**src/rtl/isabcu_pkg.sv**
```systemverilog
// constants, carriers and helpers of the isa bus cycle unit
// Overview of operation
// - while refresh is active, ignore system memory read and the dma acknowledge
// - station prom: 8-bit i/o reads only; hold iochrdy low, request private bus
// - on grant: select prom, release iochrdy, drive low byte, no iocs16, until ior ends
// - if iocs16 never seen high since reset, register cycles are 8-bit only
// - 8-bit reads drive only the low byte, odd byte shifted down
// - 8-bit writes: even byte held, odd byte merged into one 16-bit write
// - register cycle: iochrdy low, iocs16 low if 16-bit, release when data ready
// - reset port read resets like the pin; writes ignored; no iocs16
// - config registers go through index and config data ports like other registers
// - bus master mode: boot window up to 16 Kbyte, 8-bit memory cycles only
// - boot read: iochrdy low, fetch byte, drive low lines, hold until read ends
// - boot rom select lasts three 20 MHz clocks, 150 ns
// - master only in bus master mode; raise drq, assert master after dack
// - wait 150 ns after master before driving address, command or data
// - target assumed 16-bit, one wait state; size indications ignored
// - release: commands inactive, 50 ns later float and drop drq, 50 ns later master
// - master read: address one clock (50 ns) before memory read
// - memory read active default 5 clocks, tunable; end after counter and iochrdy high
// - master write: data one clock early, strobe 5 clocks tunable, stall on iochrdy
// - write data held one clock (50 ns) after write strobe ends
// - recovery between cycles 100 ns with bit 4 set, 200 ns when clear
package isabcu_pkg;
	localparam int CLK_NS = 4;
	localparam int BUS_CLK_NS = 50;
	localparam int SETTLE_NS = 150;
	localparam int BOOT_SELECT_NS = 150;
	localparam int SETUP_NS = 50;
	localparam int WRITE_HOLD_NS = 50;
	localparam int RELEASE_NS = 50;
	localparam int RECOV_FAST_NS = 100;
	localparam int RECOV_SLOW_NS = 200;
	// least times, rounded up to whole cycles
	function automatic logic [7:0] ns_cycles(input int ns);
		return 8'((ns + CLK_NS - 1) / CLK_NS);
	endfunction
	// 20 MHz clock counts to cycles, rounded up
	function automatic logic [7:0] bclk_cycles(input logic [3:0] n);
		logic [15:0] t;
		t = 16'(n) * 16'(BUS_CLK_NS) + 16'(CLK_NS - 1);
		return 8'(t / 16'(CLK_NS));
	endfunction
	localparam logic [7:0] CYC_SETTLE = ns_cycles(SETTLE_NS);
	localparam logic [7:0] CYC_BOOT_SELECT = ns_cycles(BOOT_SELECT_NS);
	localparam logic [7:0] CYC_SETUP = ns_cycles(SETUP_NS);
	localparam logic [7:0] CYC_WRITE_HOLD = ns_cycles(WRITE_HOLD_NS);
	localparam logic [7:0] CYC_RELEASE = ns_cycles(RELEASE_NS);
	localparam logic [7:0] CYC_RECOV_FAST = ns_cycles(RECOV_FAST_NS);
	localparam logic [7:0] CYC_RECOV_SLOW = ns_cycles(RECOV_SLOW_NS);
	// isa i/o offsets inside the 32-byte window
	localparam logic [4:0] IO_CONTROLLER_DATA_PORT = 5'h10;
	localparam logic [4:0] IO_REGISTER_INDEX_PORT = 5'h12;
	localparam logic [4:0] IO_RESET_PORT = 5'h14;
	localparam logic [4:0] IO_CONFIG_DATA_PORT = 5'h16;
	// register bus map
	localparam logic [7:0] A_CTRL = 8'h00;
	localparam logic [7:0] A_MADDR = 8'h04;
	localparam logic [7:0] A_MDATA = 8'h08;
	localparam logic [7:0] A_MCMD = 8'h0C;
	localparam int CTRL_BUS_MASTER_BIT = 0;
	localparam int CTRL_RECOV_FAST_BIT = 4;
	localparam int CTRL_READ_ACTIVE_LSB = 8;
	localparam int CTRL_WRITE_ACTIVE_LSB = 12;
	localparam logic [31:0] CTRL_RST = 32'h0000_5510;
	localparam logic [1:0] RESP_OKAY = 2'h0;
	localparam logic [1:0] RESP_DECERR = 2'h3;
	typedef enum logic [14:0] {
		S_IDLE = 15'h0001, S_PROM_ARB = 15'h0002, S_PROM_DRV = 15'h0004,
		S_REG = 15'h0008, S_WAIT_END = 15'h0010, S_BOOT_ARB = 15'h0020,
		S_BOOT_SEL = 15'h0040, S_BOOT_DRV = 15'h0080, S_M_REQ = 15'h0100,
		S_M_SETTLE = 15'h0200, S_M_SETUP = 15'h0400, S_M_STROBE = 15'h0800,
		S_M_HOLD = 15'h1000, S_M_RECOV = 15'h2000, S_M_REL = 15'h4000
	} isabcu_state_type;
	localparam logic [14:0] MASTER_STATES = 15'h7F00;
	typedef struct packed {
		logic [7:0] awaddr; logic awvalid; logic [31:0] wdata; logic [3:0] wstrb;
		logic wvalid; logic bready; logic [7:0] araddr; logic arvalid; logic rready;
	} isabcu_axil_req_type;
	typedef struct packed {
		logic awready; logic wready; logic bvalid; logic [1:0] bresp;
		logic arready; logic rvalid; logic [31:0] rdata; logic [1:0] rresp;
	} isabcu_axil_rsp_type;
	typedef struct packed {
		logic aen; logic [23:0] sa; logic ior_n; logic iow_n; logic smemr_n;
		logic ref_n; logic dack_n; logic iochrdy; logic iocs16_n; logic [15:0] sd;
	} isabcu_isa_in_type;
	typedef struct packed {
		logic [15:0] sd; logic sd_oe_lo; logic sd_oe_hi; logic iochrdy_oe;
		logic iocs16_oe; logic drq; logic master_n; logic [23:0] sa; logic sa_oe;
		logic sbhe_n; logic memr_n; logic memw_n; logic cmd_oe;
	} isabcu_isa_out_type;
	typedef struct packed {
		logic private_data_bus_req; logic [13:0] addr;
		logic station_prom_select_n; logic boot_rom_select_n;
	} isabcu_priv_out_type;
	typedef struct packed {
		logic wr; logic rd; logic bus_config_sel; logic [15:0] idx;
		logic [15:0] wdata; logic reset;
	} isabcu_core_out_type;
	typedef struct packed {
		isabcu_state_type st; isabcu_isa_out_type isa; isabcu_priv_out_type prv;
		isabcu_core_out_type core; logic io16_seen; logic [7:0] hold_byte;
		logic [15:0] register_index_port; logic ack; logic rd_wait;
		logic [31:0] ctrl; logic [23:0] maddr; logic [15:0] mwdata;
		logic [15:0] mrdata; logic mwrite; logic pend;
	} isabcu_main_type;
	localparam isabcu_isa_out_type ISA_OUT_RST = '{master_n: 1'b1, sbhe_n: 1'b1,
		memr_n: 1'b1, memw_n: 1'b1, default: '0};
	localparam isabcu_main_type MAIN_RST = '{st: S_IDLE, isa: ISA_OUT_RST,
		prv: '{station_prom_select_n: 1'b1, boot_rom_select_n: 1'b1, default: '0},
		core: '0, ctrl: CTRL_RST, default: '0};
	localparam isabcu_main_type MAIN_SOFT_RST = '{st: S_WAIT_END, isa: ISA_OUT_RST,
		prv: '{station_prom_select_n: 1'b1, boot_rom_select_n: 1'b1, default: '0},
		core: '{reset: 1'b1, default: '0}, ctrl: CTRL_RST, default: '0};
	// byte-lane merge of a bus write
	function automatic logic [31:0] apply_strb(input logic [31:0] old,
		input logic [31:0] nw, input logic [3:0] strb);
		logic [31:0] v;
		v = old;
		for (int i = 0; i < 4; i++)
			if (strb[i])
				v[i*8 +: 8] = nw[i*8 +: 8];
		return v;
	endfunction
	function automatic logic reg_mapped(input logic [7:0] a);
		return a == A_CTRL || a == A_MADDR || a == A_MDATA || a == A_MCMD;
	endfunction
endpackage

```
**src/rtl/isabcu_top.sv**
```systemverilog
// isa bus cycle unit: slave i/o and memory cycles, current master sequencing
//
// Decided for this implementation: the register addresses and the AXI4-Lite register port.
`timescale 1ns/10ps
`default_nettype none
module isabcu_top
	import isabcu_pkg::*;
#(
	parameter logic [15:0] IO_BASE = 16'h0300, // i/o window base, low 5 bits unused
	parameter logic [23:0] BOOT_BASE = 24'h0C8000 // boot window, 16 Kbyte aligned
)
(
	input wire logic clk, // 250 MHz clock
	input wire logic nrst, // synchronous reset, active low
	input wire isabcu_axil_req_type axi_i, // register bus requests
	output var isabcu_axil_rsp_type axi_o, // register bus answers
	input wire isabcu_isa_in_type isa_i, // isa pin levels
	output var isabcu_isa_out_type isa_o, // isa pin drives and enables
	input wire logic private_data_bus_gnt, // private bus granted
	input wire logic [7:0] private_data_lines, // prom data
	output var isabcu_priv_out_type prv_o, // private bus request, address, selects
	output var isabcu_core_out_type core_o, // internal register access and reset
	input wire logic [15:0] core_rdata // core data, sampled in the cycle rd is high
);
	isabcu_main_type r_ff, nxt_r;
	logic soft_rst;
	logic tmr_load;
	logic [7:0] tmr_count;
	logic tmr_done;
	logic wr_stb;
	logic [7:0] wr_addr;
	logic [31:0] wr_data;
	logic [3:0] wr_strb;
	logic [7:0] rd_addr;
	logic [31:0] rd_data;
	logic io_hit;
	logic prom_hit;
	logic rst_hit;
	logic reg_hit;
	logic boot_hit;
	logic dack_ok;
	logic busy;

	isabcu_timer #(.W(8)) u_timer (
		.clk(clk),
		.nrst(nrst),
		.load(tmr_load),
		.count(tmr_count),
		.done(tmr_done)
	);

	isabcu_axil_slave u_slave (
		.clk(clk),
		.nrst(nrst),
		.req(axi_i),
		.rsp(axi_o),
		.wr_stb(wr_stb),
		.wr_addr(wr_addr),
		.wr_data(wr_data),
		.wr_strb(wr_strb),
		.wr_ok(reg_mapped(wr_addr)),
		.rd_addr(rd_addr),
		.rd_data(rd_data),
		.rd_ok(reg_mapped(rd_addr))
	);

	// address decodes; aen only matters for i/o space
	assign io_hit = !isa_i.aen && isa_i.sa[15:5] == IO_BASE[15:5];
	assign prom_hit = io_hit && !isa_i.sa[4] && !isa_i.ior_n;
	assign rst_hit = io_hit && isa_i.sa[4:1] == IO_RESET_PORT[4:1] && !isa_i.ior_n;
	// writes to the reset port never match anything and are left alone
	assign reg_hit = io_hit && isa_i.sa[4] && isa_i.sa[4:1] != IO_RESET_PORT[4:1]
		&& !isa_i.sa[3] && (!isa_i.ior_n || !isa_i.iow_n);
	// refresh masks the memory read and any false acknowledge
	assign boot_hit = r_ff.ctrl[CTRL_BUS_MASTER_BIT]
		&& isa_i.sa[23:14] == BOOT_BASE[23:14]
		&& isa_i.ref_n && !isa_i.smemr_n;
	assign dack_ok = !isa_i.dack_n && isa_i.ref_n;
	assign soft_rst = r_ff.st == S_IDLE && rst_hit;
	assign busy = |(r_ff.st & MASTER_STATES);

	// register bus read view
	always_comb
	begin
		case (rd_addr)
			A_CTRL: rd_data = r_ff.ctrl;
			A_MADDR: rd_data = {8'h00, r_ff.maddr};
			A_MDATA: rd_data = {16'h0000, r_ff.mwdata};
			A_MCMD: rd_data = {r_ff.mrdata, 12'h000, r_ff.io16_seen, r_ff.pend,
				busy, r_ff.mwrite};
			default: rd_data = 32'h0000_0000;
		endcase
	end

	// first master address phase: address, word enable, commands inactive
	function automatic isabcu_isa_out_type start_cycle(input isabcu_main_type s);
		isabcu_isa_out_type o;
		o = s.isa;
		o.sa = s.maddr;
		o.sbhe_n = 1'b0;
		o.sa_oe = 1'b1;
		o.cmd_oe = 1'b1;
		o.memr_n = 1'b1;
		o.memw_n = 1'b1;
		o.sd = s.mwdata;
		o.sd_oe_lo = s.mwrite;
		o.sd_oe_hi = s.mwrite;
		return o;
	endfunction

	// main sequencer
	always_comb
	begin
		nxt_r = r_ff;
		tmr_load = 1'b0;
		tmr_count = 8'h00;
		nxt_r.core.wr = 1'b0;
		nxt_r.core.rd = 1'b0;
		nxt_r.core.reset = 1'b0;
		// pin is only an input while we leave it alone
		if (!r_ff.isa.iocs16_oe && isa_i.iocs16_n)
			nxt_r.io16_seen = 1'b1;
		case (r_ff.st)
			S_IDLE:
			begin
				if (prom_hit)
				begin
					nxt_r.isa.iochrdy_oe = 1'b1;
					nxt_r.prv.private_data_bus_req = 1'b1;
					nxt_r.prv.addr = {10'h000, isa_i.sa[3:0]};
					nxt_r.st = S_PROM_ARB;
				end
				else if (reg_hit)
				begin
					nxt_r.isa.iochrdy_oe = 1'b1;
					nxt_r.isa.iocs16_oe = r_ff.io16_seen;
					nxt_r.ack = 1'b0;
					nxt_r.rd_wait = 1'b0;
					nxt_r.st = S_REG;
				end
				else if (boot_hit)
				begin
					nxt_r.isa.iochrdy_oe = 1'b1;
					nxt_r.prv.private_data_bus_req = 1'b1;
					nxt_r.prv.addr = isa_i.sa[13:0];
					nxt_r.st = S_BOOT_ARB;
				end
				else if (r_ff.pend && r_ff.ctrl[CTRL_BUS_MASTER_BIT])
				begin
					nxt_r.isa.drq = 1'b1;
					nxt_r.st = S_M_REQ;
				end
			end
			S_PROM_ARB:
			begin
				if (private_data_bus_gnt)
				begin
					nxt_r.prv.station_prom_select_n = 1'b0;
					nxt_r.st = S_PROM_DRV;
				end
			end
			S_PROM_DRV:
			begin
				// low lane only, iocs16 left alone
				nxt_r.isa.sd[7:0] = private_data_lines;
				nxt_r.isa.sd_oe_lo = 1'b1;
				nxt_r.isa.iochrdy_oe = 1'b0;
				if (isa_i.ior_n)
				begin
					nxt_r.isa.sd_oe_lo = 1'b0;
					nxt_r.prv.station_prom_select_n = 1'b1;
					nxt_r.prv.private_data_bus_req = 1'b0;
					nxt_r.st = S_IDLE;
				end
			end
			S_REG:
			begin
				if (isa_i.ior_n && isa_i.iow_n)
				begin
					// command gone: end of cycle
					nxt_r.isa.iochrdy_oe = 1'b0;
					nxt_r.isa.iocs16_oe = 1'b0;
					nxt_r.isa.sd_oe_lo = 1'b0;
					nxt_r.isa.sd_oe_hi = 1'b0;
					nxt_r.st = S_IDLE;
				end
				else if (!r_ff.ack && !isa_i.iow_n)
				begin
					nxt_r.ack = 1'b1;
					nxt_r.isa.iochrdy_oe = 1'b0;
					if (!r_ff.io16_seen && !isa_i.sa[0])
						nxt_r.hold_byte = isa_i.sd[7:0];
					else
					begin
						// odd byte arrives on the low lane in 8-bit mode
						logic [15:0] w;
						w = r_ff.io16_seen ? isa_i.sd : {isa_i.sd[7:0], r_ff.hold_byte};
						if (isa_i.sa[4:1] == IO_REGISTER_INDEX_PORT[4:1])
							nxt_r.register_index_port = w;
						else
						begin
							nxt_r.core.wr = 1'b1;
							nxt_r.core.bus_config_sel =
								isa_i.sa[4:1] == IO_CONFIG_DATA_PORT[4:1];
							nxt_r.core.idx = r_ff.register_index_port;
							nxt_r.core.wdata = w;
						end
					end
				end
				else if (!r_ff.ack && !isa_i.ior_n)
				begin
					if (isa_i.sa[4:1] != IO_REGISTER_INDEX_PORT[4:1] && !r_ff.rd_wait)
					begin
						nxt_r.core.rd = 1'b1;
						nxt_r.core.bus_config_sel =
							isa_i.sa[4:1] == IO_CONFIG_DATA_PORT[4:1];
						nxt_r.core.idx = r_ff.register_index_port;
						nxt_r.rd_wait = 1'b1;
					end
					else
					begin
						logic [15:0] w;
						w = r_ff.rd_wait ? core_rdata : r_ff.register_index_port;
						nxt_r.ack = 1'b1;
						nxt_r.isa.iochrdy_oe = 1'b0;
						nxt_r.isa.sd_oe_lo = 1'b1;
						if (r_ff.io16_seen)
						begin
							nxt_r.isa.sd = w;
							nxt_r.isa.sd_oe_hi = 1'b1;
						end
						else
							nxt_r.isa.sd[7:0] = isa_i.sa[0] ? w[15:8] : w[7:0];
					end
				end
			end
			S_WAIT_END:
			begin
				// the reset read must finish before a new cycle is decoded
				if (isa_i.ior_n)
					nxt_r.st = S_IDLE;
			end
			S_BOOT_ARB:
			begin
				if (private_data_bus_gnt)
				begin
					nxt_r.prv.boot_rom_select_n = 1'b0;
					tmr_load = 1'b1;
					tmr_count = CYC_BOOT_SELECT;
					nxt_r.st = S_BOOT_SEL;
				end
			end
			S_BOOT_SEL:
			begin
				if (tmr_done)
				begin
					nxt_r.prv.boot_rom_select_n = 1'b1;
					nxt_r.isa.sd[7:0] = private_data_lines;
					nxt_r.isa.sd_oe_lo = 1'b1;
					nxt_r.isa.iochrdy_oe = 1'b0;
					nxt_r.st = S_BOOT_DRV;
				end
			end
			S_BOOT_DRV:
			begin
				if (isa_i.smemr_n)
				begin
					nxt_r.isa.sd_oe_lo = 1'b0;
					nxt_r.prv.private_data_bus_req = 1'b0;
					nxt_r.st = S_IDLE;
				end
			end
			S_M_REQ:
			begin
				if (dack_ok)
				begin
					nxt_r.isa.master_n = 1'b0;
					tmr_load = 1'b1;
					tmr_count = CYC_SETTLE;
					nxt_r.st = S_M_SETTLE;
				end
			end
			S_M_SETTLE:
			begin
				if (tmr_done)
				begin
					nxt_r.isa = start_cycle(r_ff);
					nxt_r.pend = 1'b0;
					tmr_load = 1'b1;
					tmr_count = CYC_SETUP;
					nxt_r.st = S_M_SETUP;
				end
			end
			S_M_SETUP:
			begin
				if (tmr_done)
				begin
					tmr_load = 1'b1;
					if (r_ff.mwrite)
					begin
						nxt_r.isa.memw_n = 1'b0;
						tmr_count = bclk_cycles(r_ff.ctrl[CTRL_WRITE_ACTIVE_LSB +: 4]);
					end
					else
					begin
						nxt_r.isa.memr_n = 1'b0;
						tmr_count = bclk_cycles(r_ff.ctrl[CTRL_READ_ACTIVE_LSB +: 4]);
					end
					nxt_r.st = S_M_STROBE;
				end
			end
			S_M_STROBE:
			begin
				// size indications are ignored, only iochrdy can stretch
				if (tmr_done && isa_i.iochrdy)
				begin
					nxt_r.isa.memr_n = 1'b1;
					nxt_r.isa.memw_n = 1'b1;
					tmr_load = 1'b1;
					if (r_ff.mwrite)
					begin
						tmr_count = CYC_WRITE_HOLD;
						nxt_r.st = S_M_HOLD;
					end
					else
					begin
						nxt_r.mrdata = isa_i.sd;
						tmr_count = r_ff.ctrl[CTRL_RECOV_FAST_BIT] ?
							CYC_RECOV_FAST : CYC_RECOV_SLOW;
						nxt_r.st = S_M_RECOV;
					end
				end
			end
			S_M_HOLD:
			begin
				if (tmr_done)
				begin
					nxt_r.isa.sd_oe_lo = 1'b0;
					nxt_r.isa.sd_oe_hi = 1'b0;
					tmr_load = 1'b1;
					tmr_count = r_ff.ctrl[CTRL_RECOV_FAST_BIT] ?
						CYC_RECOV_FAST : CYC_RECOV_SLOW;
					nxt_r.st = S_M_RECOV;
				end
			end
			S_M_RECOV:
			begin
				// queued command keeps the bus, otherwise start the release
				if (tmr_done && r_ff.pend && r_ff.ctrl[CTRL_BUS_MASTER_BIT])
				begin
					nxt_r.isa = start_cycle(r_ff);
					nxt_r.pend = 1'b0;
					tmr_load = 1'b1;
					tmr_count = CYC_SETUP;
					nxt_r.st = S_M_SETUP;
				end
				else if (tmr_done)
				begin
					// commands have been inactive for well over 50 ns by now
					nxt_r.isa.cmd_oe = 1'b0;
					nxt_r.isa.sa_oe = 1'b0;
					nxt_r.isa.sd_oe_lo = 1'b0;
					nxt_r.isa.sd_oe_hi = 1'b0;
					nxt_r.isa.drq = 1'b0;
					tmr_load = 1'b1;
					tmr_count = CYC_RELEASE;
					nxt_r.st = S_M_REL;
				end
			end
			S_M_REL:
			begin
				if (tmr_done)
				begin
					nxt_r.isa.master_n = 1'b1;
					nxt_r.st = S_IDLE;
				end
			end
			default:
				nxt_r = MAIN_RST;
		endcase
		// software writes last, so a new start outlives the clear above
		if (wr_stb)
		begin
			case (wr_addr)
				A_CTRL: nxt_r.ctrl = apply_strb(r_ff.ctrl, wr_data, wr_strb);
				A_MADDR: nxt_r.maddr = 24'(apply_strb({8'h00, r_ff.maddr}, wr_data, wr_strb));
				A_MDATA: nxt_r.mwdata = 16'(apply_strb({16'h0000, r_ff.mwdata}, wr_data,
					wr_strb));
				A_MCMD:
				begin
					if (wr_strb[0])
					begin
						nxt_r.mwrite = wr_data[0];
						nxt_r.pend = 1'b1;
					end
				end
				default: nxt_r.pend = nxt_r.pend;
			endcase
		end
	end

	// state register; a reset-port read reloads it like the pin, but the timer and register bus slave are not reset
	always_ff @(posedge clk)
	begin
		if (!nrst)
			r_ff <= MAIN_RST;
		else if (soft_rst)
			r_ff <= MAIN_SOFT_RST;
		else
			r_ff <= nxt_r;
	end

	assign isa_o = r_ff.isa;
	assign prv_o = r_ff.prv;
	assign core_o = r_ff.core;
endmodule
`default_nettype wire

```
**src/rtl/isabcu_timer.sv**
```systemverilog
// loadable down counter for strobe widths and waits
`timescale 1ns/10ps
`default_nettype none
module isabcu_timer
#(
	parameter int W = 8 // counter width
)
(
	input wire logic clk, // system clock
	input wire logic nrst, // synchronous reset, active low
	input wire logic load, // take a new count
	input wire logic [W-1:0] count, // cycles until done
	output logic done // count down to one or zero
);
	typedef struct packed {
		logic [W-1:0] cnt;
	} isabcu_timer_type;
	isabcu_timer_type r_ff, nxt_r;
	// load wins over the running count
	always_comb
	begin
		nxt_r = r_ff;
		if (load)
			nxt_r.cnt = count;
		else if (r_ff.cnt != '0)
			nxt_r.cnt = r_ff.cnt - 1'b1;
	end
	always_ff @(posedge clk)
	begin
		if (!nrst)
			r_ff <= '0;
		else
			r_ff <= nxt_r;
	end
	// done at a count of one, so a phase loaded with n lasts n cycles
	assign done = r_ff.cnt[W-1:1] == '0;
endmodule
`default_nettype wire

```
**src/rtl/isabcu_axil_slave.sv**
```systemverilog
// axi4-lite slave front end: one write and one read at a time
`timescale 1ns/10ps
`default_nettype none
module isabcu_axil_slave
	import isabcu_pkg::*;
(
	input wire logic clk, // system clock
	input wire logic nrst, // synchronous reset, active low
	input wire isabcu_axil_req_type req, // bus requests
	output var isabcu_axil_rsp_type rsp, // bus answers, registered
	output logic wr_stb, // one-cycle register write
	output logic [7:0] wr_addr, // write byte address
	output logic [31:0] wr_data, // write data
	output logic [3:0] wr_strb, // write byte enables
	input wire logic wr_ok, // write address is mapped
	output logic [7:0] rd_addr, // read byte address
	input wire logic [31:0] rd_data, // read word for rd_addr
	input wire logic rd_ok // read address is mapped
);
	typedef struct packed {
		isabcu_axil_rsp_type rsp; logic aw_have; logic w_have; logic [7:0] awaddr;
		logic [31:0] wdata; logic [3:0] wstrb; logic wr_stb;
	} isabcu_slave_type;
	isabcu_slave_type r_ff, nxt_r;
	// address and data are taken in either order, answer follows both
	always_comb
	begin
		nxt_r = r_ff;
		nxt_r.wr_stb = 1'b0;
		if (req.awvalid && r_ff.rsp.awready)
		begin
			nxt_r.aw_have = 1'b1;
			nxt_r.awaddr = req.awaddr;
		end
		if (req.wvalid && r_ff.rsp.wready)
		begin
			nxt_r.w_have = 1'b1;
			nxt_r.wdata = req.wdata;
			nxt_r.wstrb = req.wstrb;
		end
		if (r_ff.aw_have && r_ff.w_have && !r_ff.rsp.bvalid)
		begin
			nxt_r.wr_stb = wr_ok;
			nxt_r.rsp.bvalid = 1'b1;
			nxt_r.rsp.bresp = wr_ok ? RESP_OKAY : RESP_DECERR;
			nxt_r.aw_have = 1'b0;
			nxt_r.w_have = 1'b0;
		end
		if (r_ff.rsp.bvalid && req.bready)
			nxt_r.rsp.bvalid = 1'b0;
		// ready stays low while a write is held, so the held address stays put
		nxt_r.rsp.awready = !nxt_r.aw_have && !nxt_r.rsp.bvalid;
		nxt_r.rsp.wready = !nxt_r.w_have && !nxt_r.rsp.bvalid;
		if (req.arvalid && r_ff.rsp.arready)
		begin
			nxt_r.rsp.arready = 1'b0;
			nxt_r.rsp.rvalid = 1'b1;
			nxt_r.rsp.rdata = rd_ok ? rd_data : 32'h0000_0000;
			nxt_r.rsp.rresp = rd_ok ? RESP_OKAY : RESP_DECERR;
		end
		if (r_ff.rsp.rvalid && req.rready)
		begin
			nxt_r.rsp.rvalid = 1'b0;
			nxt_r.rsp.arready = 1'b1;
		end
	end
	always_ff @(posedge clk)
	begin
		if (!nrst)
			r_ff <= '{rsp: '{awready: 1'b1, wready: 1'b1, arready: 1'b1, default: '0},
				default: '0};
		else
			r_ff <= nxt_r;
	end
	assign rsp = r_ff.rsp;
	assign wr_stb = r_ff.wr_stb;
	assign wr_addr = r_ff.awaddr;
	assign wr_data = r_ff.wdata;
	assign wr_strb = r_ff.wstrb;
	assign rd_addr = req.araddr;
endmodule
`default_nettype wire

```
**config.mk**
```make
export PLATFORM = sky130hd
export DESIGN_NAME = isabcu_top
export DESIGN_NICKNAME = d
export VERILOG_FILES = /design/src/rtl/isabcu_pkg.sv /design/src/rtl/isabcu_top.sv /design/src/rtl/isabcu_timer.sv /design/src/rtl/isabcu_axil_slave.sv
export SDC_FILE = /design/constraint.sdc
export NUM_CORES = 1
export LEC_CHECK = 0
export ABC_AREA = 1
export BUFFER_PORTS_ARGS = -buffer_cell sky130_fd_sc_hd__buf_2
export CAP_MARGIN = 20
export CORE_UTILIZATION = 30
export CTS_BUF_LIST = sky130_fd_sc_hd__clkbuf_8
export CTS_CLUSTER_DIAMETER = 80
export DETAILED_ROUTE_END_ITERATION = 6
export GPL_TIMING_DRIVEN = 0
export PLACE_DENSITY_LB_ADDON = 0.15
export SYNTH_ARGS = -nofsm -noshare
export SYNTH_HDL_FRONTEND = slang
export SYNTH_SLANG_ARGS = --single-unit
```
**constraint.sdc**
```tcl
create_clock -name clk -period 4.8 [get_ports clk]
set_input_delay 0.48 -clock clk [delete_from_list [all_inputs] [get_ports clk]]
set_output_delay 0.48 -clock clk [all_outputs]
set_load 0.03 [all_outputs]
```
==> results of run 1 <==
==> layout make-up <==
type	count	area share (%)
clock inverters	29	0.879
well taps	765	4.51
flip-flops and latches	329	31.1
repair buffers	290	7.20
plain buffers	252	7.55
multi-input cells	1738	39.0
clock buffers	79	5.13
inverters	264	4.67
==> metrics by stage <==
stage          hold WS (ns)  total power [mW]  instance area [µm²]  cells
2_1_floorplan         0.423              10.5                17500   2583
3_3_place_gp          0.438              12.9                19800   3623
3_5_place_dp          0.445              13.0                19800   3623
4_1_cts             0.00226              15.9                21200   3746
5_1_grt              0.0345              17.0                21200   3746
6_report             0.0434              15.7                21200   3746
==> worst max-delay path, cell delays in order (launching register included) <==
cell and delay (ns):
dfxtp_1 0.45, nor2_1 0.11, nand2_2 0.09, inv_2 0.09
nand2_1 0.08, nor2_1 0.04, nand3_1 0.39, nand2_2 0.30
inv_2 0.14, buf_2 0.29, clkbuf_1 0.58, o21ai_0 0.21
a21oi_1 0.16
==> routing by layer <==
layer | part of all wire [%] | global-route usage [%]
met1 | 45 | 27.9
met2 | 46 | 35.8
met3 | 6.2 | 3.83
met4 | 2.8 | 6.66
met5 | 0 | 0
==> synth_stat cells (all sizes together), types with 19 or more instances <==
cell / n / area (µm²)
nor2: 526 / 2090
o21ai: 164 / 836
nand3: 156 / 843
inv: 258 / 968
o211ai: 21 / 158
nor3b: 25 / 293
nand2: 532 / 2060
ha: 22 / 275
dfxtp: 329 / 6590
o22ai: 19 / 119
buf: 191 / 1370
a21oi: 184 / 925
nand4: 19 / 119
clkbuf: 61 / 229
==> cell families after synthesis <==
kind of cell / count (synthesis)
AOI/OAI and AO/OA: 417
xor gates and xnor gates: 12
buffers and inverters: 516
DFF: 329
adders and majority gates: 24
and+or+nand+nor: 1285
==> where the power goes <==
group          internal [mW]  switching, mW
combinational           3.07           5.94
clock                   1.54           1.29
sequential              3.44          0.458
total                   8.04           7.69
==> final timing paths <==
| kind | startpoint | endpoint | slack, ns |
|---|---|---|---|
| max | r_ff[225] | r_ff[1] | 1.80 |
| min | axi_i[33] | u_slave.wr_data[17] | 0.04 |
| max reg2reg | r_ff[225] | r_ff[1] | 1.80 |
| min reg2reg | isa_o[30] | isa_o[30] | 0.45 |
==> registers in the layout (all words and copies together), names as in the netlist <==
name             cells
core_o              36
isa_o               50
prv_o               17
r_ff               132
u_slave.r_ff         2
u_slave.rsp         39
u_slave.wr_addr      8
u_slave.wr_data     32
u_slave.wr_stb       1
u_slave.wr_strb      4
u_timer.r_ff         8
==> flow_summary.ini, run 1 <==
[timing]
maxSlewHeadroom_pct = 42.5
setup_violations = 0
fmax_mhz = 333
setup_tns_ns = 0
grt_setup_unrepaired = false
fin_crit_ns = 3.00
slew_violations = 0
timing.final.crit_share_pct = 62.6
skew_ns = 0.0518
tightest_slew_ns = 0.863
worst_slack_ns = 1.80
hold_violations = 0

[logic_synthesis]
synth-seq-cells = 329
synth.cell_area_mm2 = 0.0175
async_reset_ff_share_pct = 0
synth.area.mux_share_pct = 0
syn_nets = 2739
ys.flop_type = dfxtp_1
ys_seq_area_share_pct = 37.7
ys_warn_count = 0
synth_top_family_by_area = simple AND/OR/NAND/NOR gates
synth_edf_count = 0
synthAdderAreaFrac_pct = 1.81
syn_inst = 2583
synthXorXnorAreaFrac_pct = 0.602
avgSynthCellArea_um2 = 6.76
synth-simple-area-share_pct = 32.0
synth-compound-area-share_pct = 13.0
ys_types = 53

[clock_tree]
cts.clk_slew.worst_paths_ns = 0.07
cts_sinks = 329
cts-resized-gates = 0
cts_root_buf = clkbuf_8
clk_path_buf_depth = 3
clkLatencyLatePin_ns = 0.71
postCtsSetupBuffers = 0
postCtsHoldBufs = 15
cts_max_level = 2
cts_tree = yes
numCtsBuffers = 59

[finish]
layout.nets = 3090
multi_input_area_mm2 = 0.00827
drive_gt1_share_pct = 21.8
antenna_cells = 0
seq_area_mm2 = 0.00659
syn2layout_area_growth_pct = 21.5
fill_cells = 6364
final_cell_mix = nand2_1 (513), nor2_1 (503), dfxtp_1 (329)
final_core_util_pct = 36.8
final_common_cell = nand2_1

[drt]
drtIter0Drc = 1321
num_vias = 17300
totalWireLength_um = 65000
routedWlPerCell_um = 17.4
drt-pass1-iter-count = 6
routed_via_density = 4.62
ant_nets = 0
drcViolationCount = 0

[worst_setup_path]
required_ns = 5.41
crit_arrival_ns = 3.61
worst-r2r-cell-count = 12
path_max_fanout = 10
crit_type = register to register
startpoint_type = register
end_kind = register

[floorplanning]
ios = 277
rows = 88
die_h_um = 243
start_util_pct = 30.3
die_width_um = 243
core-area_mm2 = 0.0576
dieArea_mm2 = 0.0591

[placement]
place_congestion = 0.950
dp_slack_ns = 1.65
dp_hpwl_um = 52200
numPortBuffers = 275

[grt]
grt_pass1_vias = 16700
grt.overflow.total = 0
grt_util_all_layers_pct = 21.5
antenna_found_initial = 0
grt_max_degree = 19
grt_pass1_wl_um = 97400

[worst_hold_path]
worst_hold_path_type = primary input to register
holdPathStages = 3

[power_and_ir_drop]
ir_worst_vdd_uv = 308
p_per_area_mw_per_mm2 = 742
p_leak_nw = 9.87

[job]
max_cap_violations = 0

[outcome]
status = finished, final reports clean
Power figures use the tool's default switching activity.
==> run 2, diff against run 1 <==
Clock period 4.8 ns to 2.5 ns, I/O delays scaled along.
==> run 2 against run 1 <==
  * Setup slack lost 1.7 ns
  * Cell count grew 2.2%
  * Clock skew is essentially flat
  * Via count grew 2.0%
  * First-iteration DRC count shrank 0.15%
  * Sequential share of layout area shrank 1.3 points
  * Design area grew 4.6%
  * Clock power grew 92%
  * Hold slack gained 0.012 ns
  * Total power grew 95%
  * Die area is the same
  * Sequential cell count is the same
  * Critical endpoint is now r_ff[102]
==> flow_summary.ini, run 2 (synthesis gave the netlist of run 1 again) <==
[power_and_ir_drop]
ir_worst_vdd_uv = 597
p_per_area_mw_per_mm2 = 1380
p_leak_nw = 10.3

[finish]
drive_gt1_share_pct = 22.8
final_common_cell = nand2_1
layout.nets = 3174
antenna_cells = 0
syn2layout_area_growth_pct = 27.1
largest_register_ffs = 132
final_cell_mix = nand2_1 (510), nor2_1 (497), dfxtp_1 (322)
regMostFlops = r_ff

[timing]
setup_violations = 0
tightest_slew_ns = 0.889
timing.hold.ws_ns = 0.0556
timing.final.crit_share_pct = 95.4
slew_violations = 0
fin_crit_ns = 2.38
skew_ns = 0.0521
maxSlewHeadroom_pct = 40.7
hold_violations = 0
setup_tns_ns = 0
fmax_mhz = 419

[drt]
drcViolationCount = 0
ant_nets = 0
drt-pass1-iter-count = 5
routed_via_density = 4.61
num_vias = 17600
routedWlPerCell_um = 17.3
totalWireLength_um = 66200
drtIter0Drc = 1319

[floorplanning]
dieArea_mm2 = 0.0591
start_util_pct = 30.3
core-area_mm2 = 0.0576
die_h_um = 243
rows = 88
ios = 277
die_width_um = 243

[job]
max_cap_violations = 0

[grt]
grt_pass1_wl_um = 98800
antenna_found_initial = 0
grt.overflow.total = 0
grt_max_degree = 19
grt_pass1_vias = 17100
grt_util_all_layers_pct = 21.7

[placement]
dp_hpwl_um = 52200
place_congestion = 0.950
numPortBuffers = 275

[worst_setup_path]
crit_type = register to register
crit_arrival_ns = 2.95
path_max_fanout = 10
startpoint_type = register
required_ns = 3.07
rrSetupSlack_ns = 0.12
end_kind = register

[clock_tree]
cts_max_level = 2
cts_sinks = 329
clk_path_buf_depth = 3
cts_tree = yes
cts.clk_slew.worst_paths_ns = 0.07
cts_root_buf = clkbuf_8
numCtsBuffers = 59
clkLatencyLatePin_ns = 0.71

[worst_hold_path]
worst_hold_path_type = primary input to register

[outcome]
status = finished, final reports clean
[run 2: changes by cell type in the layout (fill, tap and decap cells not counted), moves of 3 or more]
cell | previous run | this run
dlygate4sd3_1 | 15 | 89
clkbuf_1 | 61 | 48
clkbuf_2 | 0 | 10
buf_4 | 154 | 163
dfxtp_1 | 329 | 322
nor2_1 | 503 | 497
clkbuf_4 | 0 | 5
dfxtp_2 | 0 | 5
nor2_4 | 6 | 10
nand2_1 | 513 | 510
o21ai_0 | 147 | 144
o21ai_2 | 1 | 4
[run 2: routing by layer]
layer	wire, µm	vias to the layer above	part of all wire, %	global-route usage (%)
met5	0	-	0	0
met4	1780	0	2.7	7.08
met3	3440	98	5.2	3.75
met2	30800	506	46	36.3
met1	30200	8087	46	28.1
li1	-	8954	-	-
[run 2: repair_timing]
action / in CTS / in global routing
resized for setup: 17 / 50
endpoints found under the hold margin: 91 / 0
buffers inserted: 2 / 8
endpoints found under the setup margin: 177 / 193
hold buffers: 89 / 0
cloned: 0 / 0
pin swaps: 1 / 9
[run 2: layout make-up]
cell class	instances	area [µm²]
fillers	6257	35400
multi-input cells	1738	8390
flip-flops and latches	329	6600
repair buffers	374	2340
plain buffers	252	1630
clock buffers	79	1090
inverters	264	991
well taps	765	957
clock inverters	29	186
[run 2: through the flow]
step	power, mW	utilization [%]	setup slack [ns]	std cells	cell area [µm²]
after global placement	24.8	34.4	-0.388	3623	19800
after detailed placement	24.9	34.4	-0.472	3623	19800
final	30.7	38.5	0.115	3830	22200
after global routing	33.2	38.5	-0.0116	3830	22200
after CTS	30.6	38.2	0.00700	3822	22000
after floorplan	20.1	-	0.134	2583	17500
[run 2: where the power goes]
part | internal, mW | total, mW | switching [mW]
logic | 6.19 | 17.8 | 11.6
registers | 6.60 | 7.49 | 0.886
clock network | 2.95 | 5.43 | 2.48
[run 2: worst paths after layout]
path	from	endpoint	cells past startpoint
max reg2reg	r_ff[230]	r_ff[102]	13
max	r_ff[230]	r_ff[102]	13
min reg2reg	isa_o[30]	isa_o[30]	2
min	isa_i[22]	r_ff[221]	5
[run 2: critical path, stage by stage, from the launching register on]
cell      delay (ns)
dfxtp_1         0.43
nor2_4          0.07
nand2_4         0.13
nor2_8          0.08
clkbuf_4        0.18
nand3_4         0.15
nand2_1         0.14
nor2_1          0.19
nand3_4         0.11
nor2_8          0.18
o21ai_4         0.12
buf_2           0.20
nor2_1          0.20
nor2_1          0.07
